--- config.mk ---
export PLATFORM = sky130hd
export DESIGN_NAME = rsel_top
export DESIGN_NICKNAME = d
export VERILOG_FILES = /design/src/rsel_pkg.sv /design/src/rsel_mon_if.sv /design/src/rsel_reval_mon.sv /design/src/rsel_top.sv
export SDC_FILE = /design/constraint.sdc
export NUM_CORES = 1
export LEC_CHECK = 0
export BUFFER_PORTS_ARGS = -buffer_cell sky130_fd_sc_hd__buf_2
export CORE_MARGIN = 8
export CORE_UTILIZATION = 45
export CTS_BUF_LIST = sky130_fd_sc_hd__clkbuf_8
export CTS_CLUSTER_DIAMETER = 30
export DETAILED_ROUTE_END_ITERATION = 16
export PLACE_DENSITY_LB_ADDON = 0.15
export RECOVER_POWER = 100
export SETUP_SLACK_MARGIN = 0.05
export SLEW_MARGIN = 10
export SYNTH_ARGS = -nofsm -noshare
export SYNTH_HDL_FRONTEND = slang
export SYNTH_SLANG_ARGS = --single-unit
--- constraint.sdc ---
create_clock -name clk -period 2.5 [get_ports clk]
set_input_delay 0.125 -clock clk [delete_from_list [all_inputs] [get_ports clk]]
set_output_delay 0.125 -clock clk [all_outputs]
set_load 0.1 [all_outputs]
--- src/rsel_pkg.sv ---
package rsel_pkg;
  // selection-mode codes
  localparam logic [1:0] RSEL_MODE_MANUAL = 2'h0;
  localparam logic [1:0] RSEL_MODE_AUTO = 2'h1;
  localparam logic [1:0] RSEL_MODE_SHORT_HOLD = 2'h2;
  localparam logic [1:0] RSEL_MODE_AUTO_HOLD = 2'h3;
  localparam int RSEL_MODE_AUTO_BIT = 0;
  // reset values
  localparam logic [1:0] RSEL_MODE_RST = 2'h0;
  localparam logic [1:0] RSEL_REF_SELECT_RST = 2'h0;
  localparam logic [7:0] RSEL_HOLDOFF_COUNT_RST = 8'h80;
  localparam logic [1:0] RSEL_HOLDOFF_PRESCALE_RST = 2'h2;
  localparam logic [1:0] RSEL_REVAL_COUNT_RST = 2'h2;
  localparam logic RSEL_REVAL_PREDIV_RST = 1'b0;
  localparam logic [3:0] RSEL_POWERDOWN_RST = 4'h0;
  localparam logic RSEL_REF_LOSS_MASK_RST = 1'b0;
  // prescaler exponents for codes 00, 01, 10
  localparam int RSEL_PRESCALE_EXP0 = 15;
  localparam int RSEL_PRESCALE_EXP1 = 16;
  localparam int RSEL_PRESCALE_EXP2 = 17;
  localparam int RSEL_PRESCALE_W = 17;
  // valid-period counts, without and with pre-divider
  localparam logic [8:0] RSEL_REVAL_N0 = 9'h002;
  localparam logic [8:0] RSEL_REVAL_N1 = 9'h010;
  localparam logic [8:0] RSEL_REVAL_N2 = 9'h020;
  localparam logic [8:0] RSEL_REVAL_N3 = 9'h040;
  localparam int RSEL_PREDIV_SHIFT = 2;
  // missing-edge window in system clocks; a period with no edge reloads
  localparam logic [15:0] RSEL_EDGE_TIMEOUT_RST = 16'h0040;
endpackage

--- src/rsel_mon_if.sv ---
interface rsel_mon_if;
  import rsel_pkg::*;
  logic [8:0] reload;
  logic [15:0] timeout;
  modport ctl (output reload, output timeout);
  modport mon (input reload, input timeout);
endinterface

--- src/rsel_reval_mon.sv ---
// per-input activity loss detect and re-validation counter
module rsel_reval_mon
  import rsel_pkg::*;
(
  input wire logic clk,
  input wire logic rst_b,
  input wire logic ce,
  input wire logic edge_seen,
  input wire logic powered_down,
  rsel_mon_if.mon cfg,
  output logic los_ff
);
  logic [8:0] reval_cnt_ff;
  logic [15:0] gap_cnt_ff;
  logic gap_hit;

  assign gap_hit = gap_cnt_ff >= cfg.timeout;

  // ****************
  // period watchdog
  // ****************
  always_ff @(posedge clk)
  begin
    if (!rst_b)
      gap_cnt_ff <= 16'h0000;
    else if (ce)
    begin
      if (edge_seen || gap_hit)
        gap_cnt_ff <= 16'h0000;
      else
        gap_cnt_ff <= gap_cnt_ff + 16'h0001;
    end
  end

  // ****************
  // los flag and re-validation
  // ****************
  always_ff @(posedge clk)
  begin
    if (!rst_b)
    begin
      los_ff <= 1'b1;
      reval_cnt_ff <= cfg.reload;
    end
    else if (ce)
    begin
      if (powered_down)
      begin
        los_ff <= 1'b1;
        reval_cnt_ff <= cfg.reload;
      end
      else if (gap_hit)
      begin
        los_ff <= 1'b1;
        reval_cnt_ff <= cfg.reload;
      end
      else if (los_ff && edge_seen)
      begin
        if (reval_cnt_ff <= 9'h001)
        begin
          los_ff <= 1'b0;
          reval_cnt_ff <= cfg.reload;
        end
        else
          reval_cnt_ff <= reval_cnt_ff - 9'h001;
      end
    end
  end

  AST_PD_FORCES_LOS: assert property (@(posedge clk) disable iff (!rst_b)
    ce && powered_down |=> los_ff)
    else $error("powered-down input not lost");
  AST_GAP_SETS_LOS: assert property (@(posedge clk) disable iff (!rst_b)
    ce && gap_hit |=> los_ff && reval_cnt_ff == $past(cfg.reload))
    else $error("missing edge did not reload");
endmodule

--- src/rsel_top.sv ---
module rsel_top
  import rsel_pkg::*;
#(
  parameter int NUM_INPUTS = 4
)
(
  input wire logic clk,
  input wire logic rst_b,
  input wire logic ce,
  input wire logic [NUM_INPUTS-1:0] ref_clk_in,
  input wire logic osc_pulse,
  input wire logic loop1_lock_loss_in,
  input wire logic [1:0] selection_mode_field,
  input wire logic [1:0] reference_select,
  input wire logic [7:0] holdoff_count,
  input wire logic [1:0] holdoff_prescale,
  input wire logic [1:0] revalidation_count,
  input wire logic revalidation_prediv,
  input wire logic [NUM_INPUTS-1:0] input_powerdown,
  input wire logic ref_loss_mask,
  input wire logic loop1_lock_loss_clear,
  output logic [1:0] selected_ref_ff,
  output logic [NUM_INPUTS-1:0] input_enable_ff,
  output logic [NUM_INPUTS-1:0] los_ff,
  output logic loop1_lock_loss_live_ff,
  output logic loop1_lock_loss_sticky_ff,
  output logic lock_ff,
  output logic failover_ff,
  output logic [7:0] holdoff_state_ff
);
  // selects and flags are sized for four inputs
  if (NUM_INPUTS != 4)
  begin : g_bad_inputs
    $error("rsel_top serves exactly four inputs");
  end

  typedef enum logic [1:0] {RSEL_IDLE, RSEL_HOLD, RSEL_SWITCH} rsel_hstate_t;

  rsel_mon_if mon_cfg();
  rsel_hstate_t hstate_ff;
  logic [NUM_INPUTS-1:0] ref_meta_ff;
  logic [NUM_INPUTS-1:0] ref_sync_ff;
  logic [NUM_INPUTS-1:0] ref_prev_ff;
  logic [NUM_INPUTS-1:0] edge_seen;
  logic osc_meta_ff;
  logic osc_sync_ff;
  logic osc_prev_ff;
  logic osc_tick;
  logic [RSEL_PRESCALE_W-1:0] presc_cnt_ff;
  logic [RSEL_PRESCALE_W-1:0] presc_last;
  logic holdoff_tick;
  logic [8:0] reval_base;
  logic [1:0] auto_ref_ff;
  logic [1:0] nxt_auto_ref;
  logic ref_lost;
  logic nxt_live;
  logic holdoff_zero;

  // ****************
  // input synchronisers
  // ****************
  always_ff @(posedge clk)
  begin
    if (!rst_b)
    begin
      ref_meta_ff <= '0;
      ref_sync_ff <= '0;
      ref_prev_ff <= '0;
      osc_meta_ff <= 1'b0;
      osc_sync_ff <= 1'b0;
      osc_prev_ff <= 1'b0;
    end
    else if (ce)
    begin
      ref_meta_ff <= ref_clk_in;
      ref_sync_ff <= ref_meta_ff;
      ref_prev_ff <= ref_sync_ff;
      osc_meta_ff <= osc_pulse;
      osc_sync_ff <= osc_meta_ff;
      osc_prev_ff <= osc_sync_ff;
    end
  end

  assign edge_seen = ref_sync_ff & ~ref_prev_ff & ~input_powerdown;
  assign osc_tick = osc_sync_ff & ~osc_prev_ff;

  // ****************
  // re-validation monitors
  // ****************
  always_comb
  begin
    case (revalidation_count)
      2'h0: reval_base = RSEL_REVAL_N0;
      2'h1: reval_base = RSEL_REVAL_N1;
      2'h2: reval_base = RSEL_REVAL_N2;
      default: reval_base = RSEL_REVAL_N3;
    endcase
  end

  // pre-divider asks for four times as many valid periods
  always_comb
  begin
    if (revalidation_prediv)
      mon_cfg.reload = 9'(reval_base << RSEL_PREDIV_SHIFT);
    else
      mon_cfg.reload = reval_base;
  end

  assign mon_cfg.timeout = RSEL_EDGE_TIMEOUT_RST;

  genvar gi;
  generate
    for (gi = 0; gi < NUM_INPUTS; gi++)
    begin : g_mon
      rsel_reval_mon u_mon (
        .clk(clk),
        .rst_b(rst_b),
        .ce(ce),
        .edge_seen(edge_seen[gi]),
        .powered_down(input_powerdown[gi]),
        .cfg(mon_cfg.mon),
        .los_ff(los_ff[gi])
      );
    end
  endgenerate

  always_ff @(posedge clk)
  begin
    if (!rst_b)
      input_enable_ff <= '1;
    else if (ce)
      input_enable_ff <= ~input_powerdown;
  end

  // ****************
  // hold-off prescaler
  // ****************
  always_comb
  begin
    case (holdoff_prescale)
      2'h0: presc_last = RSEL_PRESCALE_W'((1 << RSEL_PRESCALE_EXP0) - 1);
      2'h1: presc_last = RSEL_PRESCALE_W'((1 << RSEL_PRESCALE_EXP1) - 1);
      default: presc_last = RSEL_PRESCALE_W'((1 << RSEL_PRESCALE_EXP2) - 1);
    endcase
  end

  assign holdoff_tick = osc_tick && presc_cnt_ff >= presc_last;

  always_ff @(posedge clk)
  begin
    if (!rst_b)
      presc_cnt_ff <= '0;
    else if (ce)
    begin
      if (hstate_ff != RSEL_HOLD)
        presc_cnt_ff <= '0;
      else if (holdoff_tick)
        presc_cnt_ff <= '0;
      else if (osc_tick)
        presc_cnt_ff <= presc_cnt_ff + RSEL_PRESCALE_W'(1);
    end
  end

  // ****************
  // hold-off state machine
  // ****************
  assign ref_lost = los_ff[auto_ref_ff];
  assign holdoff_zero = holdoff_tick && holdoff_state_ff <= 8'h01;

  always_ff @(posedge clk)
  begin
    if (!rst_b)
    begin
      hstate_ff <= RSEL_IDLE;
      holdoff_state_ff <= RSEL_HOLDOFF_COUNT_RST;
      failover_ff <= 1'b0;
    end
    else if (ce)
    begin
      failover_ff <= 1'b0;
      if (selection_mode_field != RSEL_MODE_AUTO_HOLD)
      begin
        hstate_ff <= RSEL_IDLE;
        holdoff_state_ff <= holdoff_count;
      end
      else
      begin
        case (hstate_ff)
          RSEL_IDLE:
          begin
            holdoff_state_ff <= holdoff_count;
            if (ref_lost)
              hstate_ff <= RSEL_HOLD;
          end
          RSEL_HOLD:
          begin
            if (holdoff_zero)
            begin
              holdoff_state_ff <= holdoff_count;
              hstate_ff <= RSEL_SWITCH;
            end
            else if (holdoff_tick)
              holdoff_state_ff <= holdoff_state_ff - 8'h01;
          end
          RSEL_SWITCH:
          begin
            failover_ff <= 1'b1;
            hstate_ff <= RSEL_IDLE;
          end
          default: hstate_ff <= RSEL_IDLE;
        endcase
      end
    end
  end

  // ****************
  // automatic pick: lowest-numbered valid input
  // ****************
  always_comb
  begin
    nxt_auto_ref = auto_ref_ff;
    for (int i = NUM_INPUTS - 1; i >= 0; i--)
    begin
      if (!los_ff[i])
        nxt_auto_ref = 2'(i);
    end
  end

  always_ff @(posedge clk)
  begin
    if (!rst_b)
      auto_ref_ff <= RSEL_REF_SELECT_RST;
    else if (ce)
    begin
      if (selection_mode_field == RSEL_MODE_AUTO && los_ff[auto_ref_ff])
        auto_ref_ff <= nxt_auto_ref;
      else if (selection_mode_field == RSEL_MODE_AUTO_HOLD && hstate_ff == RSEL_SWITCH)
        auto_ref_ff <= nxt_auto_ref;
      else if (!selection_mode_field[RSEL_MODE_AUTO_BIT])
        auto_ref_ff <= reference_select;
    end
  end

  // ****************
  // reference mux
  // ****************
  always_ff @(posedge clk)
  begin
    if (!rst_b)
      selected_ref_ff <= RSEL_REF_SELECT_RST;
    else if (ce)
    begin
      if (selection_mode_field[RSEL_MODE_AUTO_BIT])
        selected_ref_ff <= auto_ref_ff;
      else
        selected_ref_ff <= reference_select;
    end
  end

  AST_MANUAL_ROUTE: assert property (@(posedge clk) disable iff (!rst_b)
    ce && !selection_mode_field[0] |=> selected_ref_ff == $past(reference_select))
    else $error("manual select not routed");
  AST_AUTO_IGNORES_SEL: assert property (@(posedge clk) disable iff (!rst_b)
    ce && selection_mode_field[0] |=> selected_ref_ff == $past(auto_ref_ff))
    else $error("auto mode followed select field");

  // ****************
  // lock-loss indications
  // ****************
  assign nxt_live = loop1_lock_loss_in || (!ref_loss_mask && los_ff[selected_ref_ff]);

  always_ff @(posedge clk)
  begin
    if (!rst_b)
    begin
      loop1_lock_loss_live_ff <= 1'b0;
      loop1_lock_loss_sticky_ff <= 1'b0;
      lock_ff <= 1'b0;
    end
    else if (ce)
    begin
      loop1_lock_loss_live_ff <= nxt_live;
      if (nxt_live)
        loop1_lock_loss_sticky_ff <= 1'b1;
      else if (loop1_lock_loss_clear)
        loop1_lock_loss_sticky_ff <= 1'b0;
      lock_ff <= !nxt_live;
    end
  end

  AST_MASK_BLOCKS_LOR: assert property (@(posedge clk) disable iff (!rst_b)
    ce && ref_loss_mask && !loop1_lock_loss_in |=> lock_ff && !loop1_lock_loss_live_ff)
    else $error("masked reference loss reached lock");
  AST_UNMASKED_LOR: assert property (@(posedge clk) disable iff (!rst_b)
    ce && !ref_loss_mask && los_ff[selected_ref_ff] |=> loop1_lock_loss_live_ff && !lock_ff)
    else $error("reference loss not flagged");
  AST_STICKY_HOLDS: assert property (@(posedge clk) disable iff (!rst_b)
    ce && nxt_live |=> loop1_lock_loss_sticky_ff)
    else $error("sticky flag lost");
  AST_HOLDOFF_IDLE: assert property (@(posedge clk) disable iff (!rst_b)
    ce && selection_mode_field != 2'h3 |=> holdoff_state_ff == $past(holdoff_count) && !failover_ff)
    else $error("hold-off ran outside holdover mode");
  AST_HOLDOFF_RELOAD: assert property (@(posedge clk) disable iff (!rst_b)
    ce && hstate_ff == RSEL_HOLD && holdoff_zero && selection_mode_field == 2'h3
    |=> holdoff_state_ff == $past(holdoff_count) ##1 failover_ff)
    else $error("no reload and switch at zero");

  // ****************
  // further rule checks
  // ****************
  AST_LOCK_LOSS_IN: assert property (@(posedge clk) disable iff (!rst_b)
    ce && loop1_lock_loss_in |=> loop1_lock_loss_live_ff && !lock_ff)
    else $error("loop lock loss not flagged");
  AST_SWITCH_PULSE: assert property (@(posedge clk) disable iff (!rst_b)
    ce && hstate_ff == RSEL_SWITCH |=> failover_ff)
    else $error("fail-over switch not signalled");
  AST_PRESCALE_SHORT: assert property (@(posedge clk) disable iff (!rst_b)
    holdoff_tick && holdoff_prescale == 2'h0 |-> presc_cnt_ff == 17'h07FFF)
    else $error("short prescaler tick misplaced");
  AST_PREDIV_RELOAD: assert property (@(posedge clk) disable iff (!rst_b)
    revalidation_count == 2'h3 && revalidation_prediv |-> mon_cfg.reload == 9'h100)
    else $error("pre-divided re-validation count wrong");
endmodule

==> impl_metrics.yaml <==
global_route:
  grt_start_max_net_pins: 29
  grt_pass1_vias: 5778
  gr-total-overflow: 0
  grt.total_usage_pct: 16.00
  antenna_found_initial: 0
  grt_first_pass_wirelength_um: 28520
logic_synthesis:
  yosysTopAreaCell: "dfxtp_1"
  syn_inst: 852
  synth_top_area_share_pct: 31.39
  ys_types: 64
  yosysWarningCount: 0
  synth-async-reset-ratio_pct: 0
  synth_seq_area_share_pct: 45.28
  yosys-top-cells-area: "dfxtp_1 (31%), edfxtp_1 (14%), nor2_1 (7.1%)"
  synth_edf_count: 36
  yosys_most_used_dff: "dfxtp_1"
  avgSynthCellArea_um2: 9.133
  ys_ff_latch: 158
  syn-num-nets: 905
  synthesis.area_mm2: 0.007781
critical_path:
  ff2ff_path_depth: 5
  startpoint: "g_mon[3].u_mon.reval_cnt_ff[6]$_DFFE_PP_"
  crit_path_start_kind: "flop"
  r2r_slack_ns: 0.27
  arrival_ns: 2.42
  timing.rr.start: "g_mon[3].u_mon.reval_cnt_ff[6]$_DFFE_PP_"
  cp_max_fo: 9
  crit_required_ns: 2.69
  worstSetupPathType: "reg -> reg"
  cp_slowest_cell: "clkbuf_1"
  end_kind: "flop"
  cp_top_family: "simple AND/OR/NAND/NOR gates"
  cp-endpoint: "g_mon[3].u_mon.reval_cnt_ff[6]$_DFFE_PP_"
  timing.rr.end: "g_mon[3].u_mon.reval_cnt_ff[6]$_DFFE_PP_"
  path_buf_inv: 1
  cp.depth: 5
  crit_chain: "nor4_1 -> o211ai_1 -> nand3_1 -> clkbuf_1 -> mux2i_1"
  max_stage_delay_ns: 0.51
timing:
  period_share_pct: 89.25
  worst_pin_slew_ns: 1.193
  setup-tns-final_ns: 0
  max_freq_mhz: 448.2
  slew_headroom_pct: 20.80
  drv_slew: 0
  hold_violations: 0
  period_needed_ns: 2.231
  rsz0062_at_grt: "no"
  clock_skew_ns: 0.01264
  setup_viol: 0
drt:
  firstDrtPassIters: 5
  wl_um: 17080
  num_vias: 6071
  drtIter0Drc: 341
  vias_per_cell: 5.234
  antenna_left: 0
  drc_errors: 0
  wl_per_cell_um: 14.72
die:
  core_mm2: 0.01712
  dieArea_mm2: 0.02175
  start_util_pct: 45.46
  fp.dieH_um: 147.5
  core.rowCount: 48
  boundaryPins: 54
  fp.dieW_um: 147.5
power:
  cellPowerDensity_mw_per_mm2: 647.4
  leakagePower_nw: 3.407
  peakVddDrop_uv: 330.4
layout:
  nNetsFinal: 975
  final_area_mm2: 0.008821
  diodes: 0
  ff_latch_area_mm2: 0.003525
  nFillCells: 1676
  layout_commonest_cell: "nor2_1"
  mostFrequentLayoutCells: "nor2_1 (148), dfxtp_1 (121), nand2_1 (70)"
  synthToLayoutAreaGrowth_pct: 13.36
  multi_input_area_mm2: 0.003968
  final_layout_size_suffix_gt1_share_pct: 9.198
place:
  hpwl_um: 11930
  placed_area_mm2: 0.008298
  routabilityCongestion: 0.7936
  port_buffers: 53
clocking:
  numCtsBuffers: 17
  clkLatencyLatePin_ns: 0.45
  cts_root_buffer: "clkbuf_8"
  postCtsSetupRepairBufs: 0
  cts_tree: "built"
  h-tree-depth: 4
  clkSlewWorstSetupHoldPaths_ns: 0.09
  clock-sinks: 158
  cts.path.max_buffers: 2
status:
  status: "finished, final reports clean"
flow_run:
  max-cap-violations: 0
hold_path:
  hold_depth: 4
  hp-class: "in -> reg"
==> kinds of logic (layout without fill, tap and decap cells) <==
family                     count (synthesis)  count (layout)  synth area share, %
adders and majority gates                 21              21                3.377
DFF                                      158             158                45.28
AOI/OAI and AO/OA                        106             106                9.149
and+or+nand+nor                          371             371                22.62
buffers and inverters                     66             149                3.730
muxes                                     54              54                7.284
xor gates and xnor gates                  76              76                8.554
==> worst min-delay path, delay by kind of cell <==
family / cells / cell delay, ns
AO/OA/AOI/OAI: 1 / 0.07
buffers and inverters: 1 / 0.13
AND/OR/NAND/NOR: 2 / 0.13
==> cell usage after synthesis, types with 4 or more instances <==
cell type / n
nand4_1: 20
ha_1: 21
dfxtp_1: 122
nor3b_1: 8
nor2b_1: 5
xnor2_1: 41
o21ai_0: 21
nor3_1: 29
nor4_1: 22
nand2b_1: 7
edfxtp_1: 36
o32ai_1: 5
o21ai_1: 5
mux2i_1: 51
o21ba_2: 4
inv_1: 34
a21oi_1: 30
nor2_1: 148
xor2_1: 35
or3_1: 7
a31oi_1: 7
and3_1: 10
nand2_1: 70
buf_2: 7
clkbuf_1: 14
buf_4: 7
a41oi_1: 4
nand3_1: 24
==> routing by layer <==
| layer | global-route usage, % | vias to the layer above | routed length [um] | part of all wire, % |
|---|---|---|---|---|
| met5 | 0 | - | 0 | 0 |
| met4 | 5.303 | 0 | 211 | 1.2 |
| met3 | 4.066 | 21 | 913 | 5.3 |
| met2 | 23.62 | 130 | 7211 | 42 |
| met1 | 22.31 | 2795 | 8741 | 51 |
| li1 | - | 3125 | - | - |
==> layout make-up <==
| cell class | instances | share of cell area [%] |
|---|---|---|
| Multi-Input combinational cell | 628 | 44.98 |
| Sequential cell | 158 | 39.96 |
| Timing Repair Buffer | 83 | 5.262 |
| Tap cell | 225 | 3.191 |
| Clock buffer | 20 | 3.121 |
| Clock inverter | 12 | 2.043 |
| Inverter | 34 | 1.447 |
==> per-stage QoR <==
step | hold WS, ns | std cells | setup WS [ns] | utilization, % | power, W
3_5_place_dp | 0.3606 | 1115 | 0.3394 | 48.48 | 0.003620
4_1_cts | 0.006085 | 1160 | 0.3494 | 51.90 | 0.005785
2_1_floorplan | 0.2722 | 852 | 0.3021 | - | 0.003433
3_3_place_gp | 0.3584 | 1115 | 0.4359 | 48.48 | 0.003616
5_1_grt | 0.02132 | 1160 | 0.07484 | 51.54 | 0.005989
6_report | 0.04539 | 1160 | 0.2687 | 51.54 | 0.005711
==> state kept, by name (all words and copies together) (netlist names), 4 cells and up <==
register	cells
holdoff_state_ff	8
ref_prev_ff	4
g_mon.u_mon.gap_cnt_ff	64
presc_cnt_ff	17
input_enable_ff	4
g_mon.u_mon.reval_cnt_ff	36
ref_sync_ff	4
g_mon.u_mon.los_ff	4
ref_meta_ff	4
==> how the worst min path moves through the flow <==
stage / startpoint / end
final: input_powerdown[0] / input_enable_ff[0]$_SDFFE_PN1P_
after global routing: reference_select[0] / auto_ref_ff[0]$_SDFFE_PN0P_
after CTS: reference_select[1] / auto_ref_ff[1]$_SDFFE_PN0P_
after detailed placement: rst_b / input_enable_ff[2]$_SDFFE_PN1P_
after global placement: ref_clk_in[2] / ref_meta_ff[2]$_SDFFE_PN0P_
after floorplan: osc_pulse / osc_meta_ff$_SDFFE_PN0P_
==> timing repair <==
| action | CTS | global route |
|---|---|---|
| gates resized for setup | 0 | 0 |
| hold buffers | 13 | 0 |
| endpoints found under the hold margin | 12 | 0 |
==> power breakdown <==
part	internal [W]	switching, W	total [W]
Combinational	0.000258	0.000461	0.000719
Clock	0.00118	0.000968	0.00214
Sequential	0.00274	0.000111	0.00285
Total	0.00417	0.00154	0.00571
Note: power is estimated with default switching activity, not from simulation.
